<file path="src/verilog/spl_defines.svh">
// Purpose: Constants for the single-wire pulse link receiver
// Assumes: 100 MHz mclk
// Notes:   Times kept in their printed units; counts derived in the module
`ifndef SPL_DEFINES_SVH
`define SPL_DEFINES_SVH

`define SPL_CLK_MHZ          100
`define SPL_SETTLE_US        1000
`define SPL_HOLD_MIN_US      550
`define SPL_HOLD_FIRST_MAX_US 5000
`define SPL_STANDBY_US       10000
`define SPL_BUS_RESET_US     12000
`define SPL_SHUTDOWN_US      10000

`define SPL_CNT_W            21
`define SPL_FIELD_W          6
`define SPL_REG_AW           3

`define SPL_ADR_LED_EN       3'h1
`define SPL_ADR_BANK_A       3'h2
`define SPL_ADR_BANK_B       3'h3
`define SPL_ADR_BANK_C       3'h4
`define SPL_ADR_GROUP        3'h5

`endif

</file>
<file path="src/verilog/spl_pkg.sv">
// Purpose: Types for the single-wire pulse link receiver
// Assumes: Nothing beyond the defines header
// Notes:   States are one-hot
package spl_pkg;
  typedef enum logic [4:0] {
    ST_OFF     = 5'h01,
    ST_FIRST   = 5'h02,
    ST_SECOND  = 5'h04,
    ST_STANDBY = 5'h08,
    ST_SPARE   = 5'h10
  } spl_state_e;
endpackage

</file>
<file path="src/verilog/spl_pulse_link.sv">
// Purpose: Receiver for the single-wire pulse control pin: enable, shutdown,
//          field latching by high holds, bus reset, standby, register writes
// Assumes: pulseControlPin is asynchronous; one clock mclk
// Notes:   Pulse width limits are the host's duty and are not checked here
`timescale 1ns/1ps
`include "spl_defines.svh"

module spl_pulse_link
  import spl_pkg::*;
#(
  parameter int SETTLE_CYC     = `SPL_CLK_MHZ * `SPL_SETTLE_US,
  parameter int HOLD_MIN_CYC   = `SPL_CLK_MHZ * `SPL_HOLD_MIN_US,
  parameter int HOLD_MAX_CYC   = `SPL_CLK_MHZ * `SPL_HOLD_FIRST_MAX_US,
  parameter int STANDBY_CYC    = `SPL_CLK_MHZ * `SPL_STANDBY_US,
  parameter int BUS_RESET_CYC  = `SPL_CLK_MHZ * `SPL_BUS_RESET_US,
  parameter int SHUTDOWN_CYC   = `SPL_CLK_MHZ * `SPL_SHUTDOWN_US
) (
  // Clock and reset
  input  wire logic                      mclk,
  input  wire logic                      arst_n,
  // Control pin
  input  wire logic                      pulseControlPin,
  // Device state
  output logic                           deviceEnable,
  output logic                           sleepMode,
  output logic                           busStandby,
  output logic                           busResetPulse,
  // Configuration
  output logic [`SPL_FIELD_W-1:0]        ledEnable,
  output logic [`SPL_FIELD_W-1:0]        bankCurrentA,
  output logic [`SPL_FIELD_W-1:0]        bankCurrentB,
  output logic [`SPL_FIELD_W-1:0]        bankCurrentC,
  output logic [`SPL_FIELD_W-1:0]        bankGroup
);

  localparam int NREG = 1 << `SPL_REG_AW;
  localparam logic [`SPL_CNT_W-1:0]   CNT_MAX     = '1;
  localparam logic [`SPL_CNT_W-1:0]   SETTLE_C    = SETTLE_CYC[`SPL_CNT_W-1:0];
  localparam logic [`SPL_CNT_W-1:0]   HOLD_MIN_C  = HOLD_MIN_CYC[`SPL_CNT_W-1:0];
  localparam logic [`SPL_CNT_W-1:0]   HOLD_MAX_C  = HOLD_MAX_CYC[`SPL_CNT_W-1:0];
  localparam logic [`SPL_CNT_W-1:0]   STANDBY_C   = STANDBY_CYC[`SPL_CNT_W-1:0];
  localparam logic [`SPL_CNT_W-1:0]   BUS_RESET_C = BUS_RESET_CYC[`SPL_CNT_W-1:0];
  localparam logic [`SPL_CNT_W-1:0]   SHUTDOWN_C  = SHUTDOWN_CYC[`SPL_CNT_W-1:0];
  localparam logic [`SPL_FIELD_W-1:0] NREG_F      = NREG[`SPL_FIELD_W-1:0];
  localparam logic [`SPL_FIELD_W-1:0] ONE_PULSE   = {{(`SPL_FIELD_W-1){1'b0}}, 1'b1};

  // Synchroniser; first stage feeds only the second
  logic                    pinMeta_r, pinSync_r, pinPrev_r;
  logic [`SPL_CNT_W-1:0]   highCnt_r, highCnt_nxt;
  logic [`SPL_CNT_W-1:0]   lowCnt_r, lowCnt_nxt;
  logic                    rise;
  logic                    highSettle, highHold, highOver;
  logic                    highStandby, highBusReset, lowShutdown;

  // Receiver state
  logic [`SPL_FIELD_W-1:0] pulseCnt_r, pulseCnt_nxt;
  logic [`SPL_FIELD_W-1:0] addr_r, addr_nxt;
  spl_state_e              state_r, state_nxt;
  logic                    busReset_nxt;
  logic                    wrStrobe, clearAll;

  // Register file
  logic [`SPL_FIELD_W-1:0] regs_r [NREG];
  logic [`SPL_FIELD_W-1:0] regs_nxt [NREG];

  // Status outputs
  logic                    enable_nxt, sleep_nxt, standby_nxt;

  // Level counters saturate so a stuck pin cannot wrap into a false hold
  always_comb begin
    rise         = pinSync_r & ~pinPrev_r;
    highCnt_nxt  = !pinSync_r ? '0 : (highCnt_r == CNT_MAX ? highCnt_r : highCnt_r + 1'b1);
    lowCnt_nxt   = pinSync_r ? '0 : (lowCnt_r == CNT_MAX ? lowCnt_r : lowCnt_r + 1'b1);
    highSettle   = pinSync_r && (highCnt_r == SETTLE_C);
    highHold     = pinSync_r && (highCnt_r == HOLD_MIN_C);
    highOver     = (highCnt_r > HOLD_MAX_C);
    highStandby  = pinSync_r && (highCnt_r == STANDBY_C);
    highBusReset = pinSync_r && (highCnt_r == BUS_RESET_C);
    lowShutdown  = !pinSync_r && (lowCnt_r == SHUTDOWN_C);
  end

  always_ff @(posedge mclk or negedge arst_n) begin
    if (!arst_n) begin
      pinMeta_r <= 1'b0;
      pinSync_r <= 1'b0;
      pinPrev_r <= 1'b0;
      highCnt_r <= '0;
      lowCnt_r  <= '0;
    end else begin
      pinMeta_r <= pulseControlPin;
      pinSync_r <= pinMeta_r;
      pinPrev_r <= pinSync_r;
      highCnt_r <= highCnt_nxt;
      lowCnt_r  <= lowCnt_nxt;
    end
  end

  // Field decoding: pulses counted, a long high latches the count
  always_comb begin
    state_nxt    = state_r;
    pulseCnt_nxt = pulseCnt_r;
    addr_nxt     = addr_r;
    busReset_nxt = 1'b0;
    wrStrobe     = 1'b0;
    clearAll     = 1'b0;
    // Count rising pulses, saturating so a long burst cannot wrap to a small value
    if (rise && pulseCnt_r != '1) begin
      pulseCnt_nxt = pulseCnt_r + 1'b1;
    end
    case (state_r)
      ST_OFF: begin
        pulseCnt_nxt = '0;
        if (highSettle) begin
          state_nxt = ST_FIRST;
        end
      end
      ST_FIRST: begin
        if (highHold && pulseCnt_r != '0) begin
          addr_nxt     = pulseCnt_r;
          pulseCnt_nxt = '0;
          state_nxt    = ST_SECOND;
        end
      end
      ST_SECOND: begin
        if (highHold && pulseCnt_r != '0) begin
          // Addresses beyond the file are accepted on the wire but dropped
          if (addr_r < NREG_F) begin
            wrStrobe = 1'b1;
          end
          pulseCnt_nxt = '0;
          state_nxt    = ST_FIRST;
        end else if (pulseCnt_r == '0 && highOver) begin
          // First hold overran its window: the latched address is not trusted
          addr_nxt  = '0;
          state_nxt = ST_FIRST;
        end
      end
      ST_STANDBY: begin
        if (rise) begin
          pulseCnt_nxt = ONE_PULSE;
          state_nxt    = ST_FIRST;
        end
      end
      default: begin
        state_nxt = ST_OFF;
      end
    endcase
    if (state_r != ST_OFF) begin
      if (highStandby) begin
        state_nxt    = ST_STANDBY;
        pulseCnt_nxt = '0;
      end
      if (highBusReset) begin
        busReset_nxt = 1'b1;
        pulseCnt_nxt = '0;
        addr_nxt     = '0;
        state_nxt    = ST_STANDBY;
      end
      if (lowShutdown) begin
        state_nxt    = ST_OFF;
        pulseCnt_nxt = '0;
        addr_nxt     = '0;
        clearAll     = 1'b1;
      end
    end
  end

  always_ff @(posedge mclk or negedge arst_n) begin
    if (!arst_n) begin
      pulseCnt_r <= '0;
      addr_r     <= '0;
      state_r    <= ST_OFF;
    end else begin
      pulseCnt_r <= pulseCnt_nxt;
      addr_r     <= addr_nxt;
      state_r    <= state_nxt;
    end
  end

  // One slot per address; shutdown clears every slot at once
  genvar g;
  generate
    for (g = 0; g < NREG; g++) begin : g_reg
      localparam logic [`SPL_REG_AW-1:0] SLOT = `SPL_REG_AW'(g);
      always_comb begin
        regs_nxt[g] = regs_r[g];
        if (clearAll) begin
          regs_nxt[g] = '0;
        end else if (wrStrobe && addr_r[`SPL_REG_AW-1:0] == SLOT) begin
          regs_nxt[g] = pulseCnt_r;
        end
      end
      always_ff @(posedge mclk or negedge arst_n) begin
        if (!arst_n) begin
          regs_r[g] <= '0;
        end else begin
          regs_r[g] <= regs_nxt[g];
        end
      end
    end
  endgenerate

  // Status follows the next state so it lines up with the register outputs
  always_comb begin
    enable_nxt  = (state_nxt != ST_OFF);
    standby_nxt = (state_nxt == ST_STANDBY);
    sleep_nxt   = enable_nxt && (regs_nxt[`SPL_ADR_LED_EN] == '0);
  end

  always_ff @(posedge mclk or negedge arst_n) begin
    if (!arst_n) begin
      deviceEnable  <= 1'b0;
      sleepMode     <= 1'b0;
      busStandby    <= 1'b0;
      busResetPulse <= 1'b0;
    end else begin
      deviceEnable  <= enable_nxt;
      sleepMode     <= sleep_nxt;
      busStandby    <= standby_nxt;
      busResetPulse <= busReset_nxt;
    end
  end

  // Three banks each carry their own current code
  assign ledEnable    = regs_r[`SPL_ADR_LED_EN];
  assign bankCurrentA = regs_r[`SPL_ADR_BANK_A];
  assign bankCurrentB = regs_r[`SPL_ADR_BANK_B];
  assign bankCurrentC = regs_r[`SPL_ADR_BANK_C];
  assign bankGroup    = regs_r[`SPL_ADR_GROUP];

endmodule // spl_pulse_link
</file>
<file path="config.mk">
export PLATFORM = sky130hd
export DESIGN_NAME = spl_pulse_link
export DESIGN_NICKNAME = d
export VERILOG_FILES = /design/src/verilog/spl_pkg.sv /design/src/verilog/spl_pulse_link.sv
export VERILOG_INCLUDE_DIRS = /design/src /design/src/verilog
export SDC_FILE = /design/constraint.sdc
export NUM_CORES = 1
export LEC_CHECK = 0
export ABC_AREA = 1
export BUFFER_PORTS_ARGS = -buffer_cell sky130_fd_sc_hd__buf_2
export CAP_MARGIN = 20
export CORE_AREA = 2 2 121 123
export CTS_BUF_LIST = sky130_fd_sc_hd__clkbuf_8
export CTS_CLUSTER_SIZE = 24
export DETAILED_ROUTE_END_ITERATION = 12
export DIE_AREA = 0 0 123 125
export GPL_ROUTABILITY_DRIVEN = 0
export SLEW_MARGIN = 20
export SYNTH_ARGS = -nofsm -noshare
export SYNTH_HDL_FRONTEND = slang
export SYNTH_SLANG_ARGS = --single-unit
</file>
<file path="constraint.sdc">
create_clock -name mclk -period 1.8 [get_ports mclk]
set_input_delay 0.27 -clock mclk [delete_from_list [all_inputs] [get_ports mclk]]
set_output_delay 0.27 -clock mclk [all_outputs]
set_load 0.02 [all_outputs]
</file>
* Word-level counts from Yosys, hierarchy flattened
Index checks and enable logic that the tools add are counted.
** Cells by class
- Add/subtract/negate cells :: 3
- $mul :: 0
- Divide/modulo/power cells :: 0
- Order comparisons :: 2
- Equality and inequality tests :: 22
- Shifts and indexed selects :: 0
- Multiplexer cells :: 46
- Bitwise logic cells :: 2
- Reductions and logical operators :: 23
** Operator list (number)
- two-way mux 6 bit :: 23
- two-way mux 21 bit :: 4
- equality test 21 bit, second input constant :: 3
- two-way mux 5 bit :: 9
- adder 21 x 1 -> 21 bit, second input constant :: 2
- equality test 21 x 20 -> 1 bit, second input constant :: 2
- equality test 21 x 16 -> 1 bit, second input constant :: 1
- equality test 21 x 17 -> 1 bit, second input constant :: 1
- greater-than comparator 21 x 19 -> 1 bit, second input constant :: 1
- case mux 5 bit (4 select lines) :: 1
- case mux 6 bit (3 select lines) :: 1
- logical AND 1 bit :: 14
- zero test 6 bit :: 2
- case mux 6 bit (2 select lines) :: 1
- equality test 5 x 4 -> 1 bit, second input constant :: 2
- != test 5 x 1 -> 1 bit, second input constant :: 2
- nonzero test 2 bit :: 4
- two-way mux 1 bit :: 7
- adder 6 x 1 -> 6 bit, second input constant :: 1
- equality test 3 x 2 -> 1 bit, second input constant :: 2
- equality test 3 bit, second input constant :: 2
- < comparator 6 x 4 -> 1 bit, second input constant :: 1
- != test 6 bit, second input constant :: 1
- nonzero test 6 bit :: 1
- other kinds (9) :: 10
** Storage, ports and cells
- Register bits after elaboration :: 96
- Bits in latches :: 0
- Bits in writable memories :: 0
- ROM bits :: 0
- Bits of input ports :: 3
- Memories kept :: 0

* Longest topological paths before layout
- Depth after elaboration :: 11
- Gate-level depth with buffers :: 15

* Worst setup path after synthesis
OpenSTA, ideal clock, no wires.
- Kind :: reg-to-reg
- Start point :: reg highCnt_r[0]
- End point :: reg regs_r, in the netlist bankCurrentB[0]
- Arrival time :: 1.644 ns
- Slack :: 0.034 ns
- Cell stages (with the launch flop) :: 16
- Period minus slack after synthesis :: 1.766 ns
- Cell sequence :: dfrtp_1 > inv_1 > ha_1 > inv_1 > nor2_1 > nand2_1 > nor2_1 > nand2_1 > nor2_4 > nand2_2 > clkinv_2 > nand3_2 > nand2_1 > inv_2 > nand2_1 > o21ai_1
** Between the ends
- Longest elaborated chain between the ends :: 7
** RTL lines
- from (decl) :: line spl_pulse_link.sv:49 : logic [`SPL_CNT_W-1:0] highCnt_r, highCnt_nxt;
- from (signal assigned) :: line spl_pulse_link.sv:93 : highCnt_r <= highCnt_nxt;
- equality test 21 x 16 -> 1 bit :: line spl_pulse_link.sv:75 : highHold = pinSync_r && (highCnt_r == HOLD_MIN_C);
- logical AND 1 bit :: line spl_pulse_link.sv:75
- logical AND 1 bit :: line spl_pulse_link.sv:125 : if (highHold && pulseCnt_r != '0) begin
- two-way mux 1 bit :: line spl_pulse_link.sv:125
- two-way mux 1 bit :: line spl_pulse_link.sv:110 : case (state_r)
- logical AND 1 bit :: line spl_pulse_link.sv:189 : end else if (wrStrobe && addr_r[`SPL_REG_AW-1:0] == SLOT) begin
- nonzero test 2 bit (no line)
- to (signal, indexed assignment) :: line spl_pulse_link.sv:197 : regs_r[g] <= regs_nxt[g];
- to (decl) :: line spl_pulse_link.sv:63 : logic [`SPL_FIELD_W-1:0] regs_r [NREG];
No other way between the ends.
A chain may end at the register's enable or synchronous reset.

* Worst setup path after layout
- Start point :: reg highCnt_r[0]
- End point :: reg addr_r[3]
** Between the ends
- Longest elaborated chain between the ends :: 8
** RTL lines
- greater-than comparator 21 x 19 -> 1 bit or equality test 21 x 16 -> 1 bit (tied branches) :: line spl_pulse_link.sv:76, spl_pulse_link.sv:75
- logical AND 1 bit (on tied branches) :: line spl_pulse_link.sv:132, spl_pulse_link.sv:75
- two-way mux 6 bit or logical AND 1 bit (tied branches) :: line spl_pulse_link.sv:132, spl_pulse_link.sv:118, spl_pulse_link.sv:125
- two-way mux 6 bit (on tied branches) :: line spl_pulse_link.sv:125, spl_pulse_link.sv:118
- case mux 6 bit (2 select lines) :: line spl_pulse_link.sv:110
- two-way mux 6 bit :: line spl_pulse_link.sv:153 : if (highBusReset) begin
- two-way mux 6 bit :: line spl_pulse_link.sv:159 : if (lowShutdown) begin
- two-way mux 6 bit (*) :: line spl_pulse_link.sv:148 : if (state_r != ST_OFF) begin
- net addr_nxt[3] :: line spl_pulse_link.sv:57 : logic [`SPL_FIELD_W-1:0] addr_r, addr_nxt;
- to (signal assigned) :: line spl_pulse_link.sv:175 : addr_r <= addr_nxt;
- to (decl) :: line spl_pulse_link.sv:57
Mark *: on every way through the listed nets, which the timed path passes. The rest lies on a longest branch.

==> results_dict.tcl <==
set metrics [dict create \
    clockBufferDepth 2 \
    crit_required_ns 2.10 \
    path_max_fanout 7 \
    regToRegStartpoint "highCnt_r[0]" \
    core_area_um2 14200 \
    wl_met1_um 7070 \
    async_flop_share_pct 100 \
    yosysTopAreaCell "dfrtp_1" \
    critPathKind "register to register" \
    p_leak_nw 3.61 \
    ys_seq_area_share_pct 44.6 \
    synth.ff_latch_count 96 \
    antenna_found_initial 0 \
    drt-pass1-iter-count 5 \
    avgSynthCellArea_um2 7.57 \
    synthFlopType "dfrtp_1" \
    grt_pass1_vias 5336 \
    drtIter0Drc 391 \
    vias 5577 \
    clk_pin_slew_worst_paths_ns 0.12 \
    reg2reg_depth 14 \
    nets 876 \
    wl_per_cell_um 15.5 \
    met3_wirelength_um 823 \
    numCtsBuffers 9 \
    overflow 0 \
    clock-sinks 96 \
    period_share_pct 105 \
    fillers 1315 \
    dp_hpwl_um 11700 \
    yosysWarnings 0 \
    syn-num-nets 722 \
    clockRootBuffer "clkbuf_8" \
    io_pins 37 \
    fp.dieH_um 125 \
    wl_um 16300 \
    synth_common_cells "nand2_1 (154), dfrtp_1 (95), inv_1 (84)" \
    htreeDepth 3 \
    start_util_pct 38.0 \
    grt_usage_pct 21.1 \
    worstSkewPairLatency_ns 0.41 \
    place.port_buffers 36 \
    ir_worst_vdd_v 0.000275 \
    rsz0062_at_grt "true" \
    grt_pass1_wl_um 25800 \
    cts_tree "done" \
    synth_top_cell_area_share_pct 44.1 \
    start_kind "register" \
    holdWs_ns 0.315 \
    slew_viol_final 0 \
    r2r-end "addr_r[3]" \
    area_delta_synth_final_pct 38.5 \
    fin_crit_ns 1.89 \
    violations "setup timing" \
    post-route-drc-count 0 \
    ys_types 46 \
    synth_most_common_cell "nand2_1" \
    hp-class "primary input to asynchronous set/reset pin" \
    synth_area_leaders "dfrtp_1 (44%), nand2_1 (11%), inv_1 (5.8%), nor2_1 (5.1%), nand3_1 (4.5%)" \
    cap_violations 0 \
    chipWidth_um 123 \
    synth_edf_count 0 \
    r2r_setup_slack_ns -0.09 \
    fin_skew_ns 0.0196 \
    fp-row-count 44 \
    drtAntennaViolNets 0 \
    grt_max_degree 52 \
    layout_setup_ws_ns -0.0935 \
    timing.setup.tns_ns -1.39 \
    top_layer "met4" \
    hold_violations 0 \
    outcome "complete, but fails checks" \
    netlist_area_um2 5400 \
    dr_wl_met2_um 8020 \
    final_layout_size_suffix_gt1_share_pct 40.3 \
    vias_per_cell 5.29 \
    worst_setup_path_end_kind "register" \
    powerDensity_nw_per_um2 550 \
    synthCells 713 \
    dieArea_um2 15400 \
    worstPathArrival_ns 2.19 \
    finalSetupViolCount 35 \
    insertedDiodeCount 0 \
    max_clock_freq_ghz 0.528 \
]
[state kept, by name, summed over array words and instances, names as in the netlist, 5 cells and up]
name,count
bankCurrentB,6
state_r,5
bankCurrentC,6
lowCnt_r,21
bankGroup,6
ledEnable,6
highCnt_r,21
bankCurrentA,6
pulseCnt_r,6
addr_r,6
[cell type report]
class	count	area, um^2	share of cell area, %
timing repair buffer	154	1120	15.0
tap	184	230	3.08
clock buffer	9	124	1.66
sequential	96	2410	32.2
inverter	106	413	5.52
multi-input combinational	500	3100	41.5
clock inverter	6	77.6	1.04
[timing repair]
item / CTS / global route
endpoints found under the setup margin: 37 / 84
resized for setup: 26 / 148
pin swaps: 14 / 29
hold endpoints to repair: 27 / 0
setup buffers: 6 / 15
hold buffers: 2 / 0
[how the worst max path moves through the flow]
stage | startpoint | end | slack [ns] | cells after the start
after floorplan | highCnt_r[0] | bankCurrentB[0] | 0.03 | 15
after global placement | highCnt_r[0] | sleepMode | -0.06 | 14
after detailed placement | highCnt_r[0] | addr_r[4] | -0.12 | 13
after CTS | highCnt_r[0] | sleepMode | -0.07 | 14
after global routing | highCnt_r[0] | addr_r[1] | -0.22 | 14
final | highCnt_r[0] | addr_r[3] | -0.09 | 14
[logic make-up (layout without fill, tap and decap cells)]
family	Yosys count	count (layout)	synth area share [%]
flops	96	96	44.6
other cells	1	1	0.0695
xor+xnor	7	7	1.14
compound gates	108	108	11.2
simple gates	378	378	33.3
fa+ha+maj	6	6	1.39
buf+inv	117	275	8.40
[per-layer routing]
layer  global-route usage [%]  vias up
met5                        0        -
met3                     3.88       38
met2                     33.1      171
li1                         -     2673
met1                     28.1     2695
met4                     9.96        0
[placed cells by master (no fill, tap or decap), drive strengths merged, types with 2 or more instances in the layout]
master       Yosys  final
or2              4      4
clkinv           3      4
dlygate4sd3      0      2
nor3            37     37
o211a            2      2
buf              8    152
dfrtp           95     95
clkbuf           3      9
nand3           50     50
nor2            82     82
o21ai           60     60
nand4           34     34
ha               6      6
nand3b           5      5
nor4             8      8
xor2             6      6
a31oi            6      6
inv            103    106
o31ai            5      5
nand2          157    157
a21oi           31     31
[worst max-delay path, stage by stage, from the launching register on]
cell	delay, ns
dfrtp_1	0.42
inv_2	0.09
ha_4	0.14
inv_2	0.04
nor2_2	0.07
nand2_1	0.05
nor2_1	0.09
nand2_1	0.10
nor2_4	0.19
buf_4	0.15
inv_2	0.05
a21oi_2	0.14
nand2_2	0.10
nand2_1	0.09
a21oi_1	0.06
[through the flow]
stage / power [mW] / cells / setup slack [ns] / area [um^2] / utilization (%)
global route: 4.27 / 1055 / -0.224 / 7470 / 52.6
global placement: 2.52 / 1021 / -0.0636 / 6510 / 45.8
detailed placement: 2.53 / 1021 / -0.122 / 6510 / 45.8
floorplan: 2.37 / 713 / 0.0336 / 5400 / -
finish: 4.11 / 1055 / -0.0935 / 7470 / 52.6
CTS: 4.08 / 1043 / -0.0693 / 6860 / 48.3
[where the power goes]
group / switching (mW) / internal, mW
sequential: 0.0180 / 2.18
combinational: 0.223 / 0.139
clock: 0.886 / 0.662
Note: power is estimated with default switching activity, not from simulation.
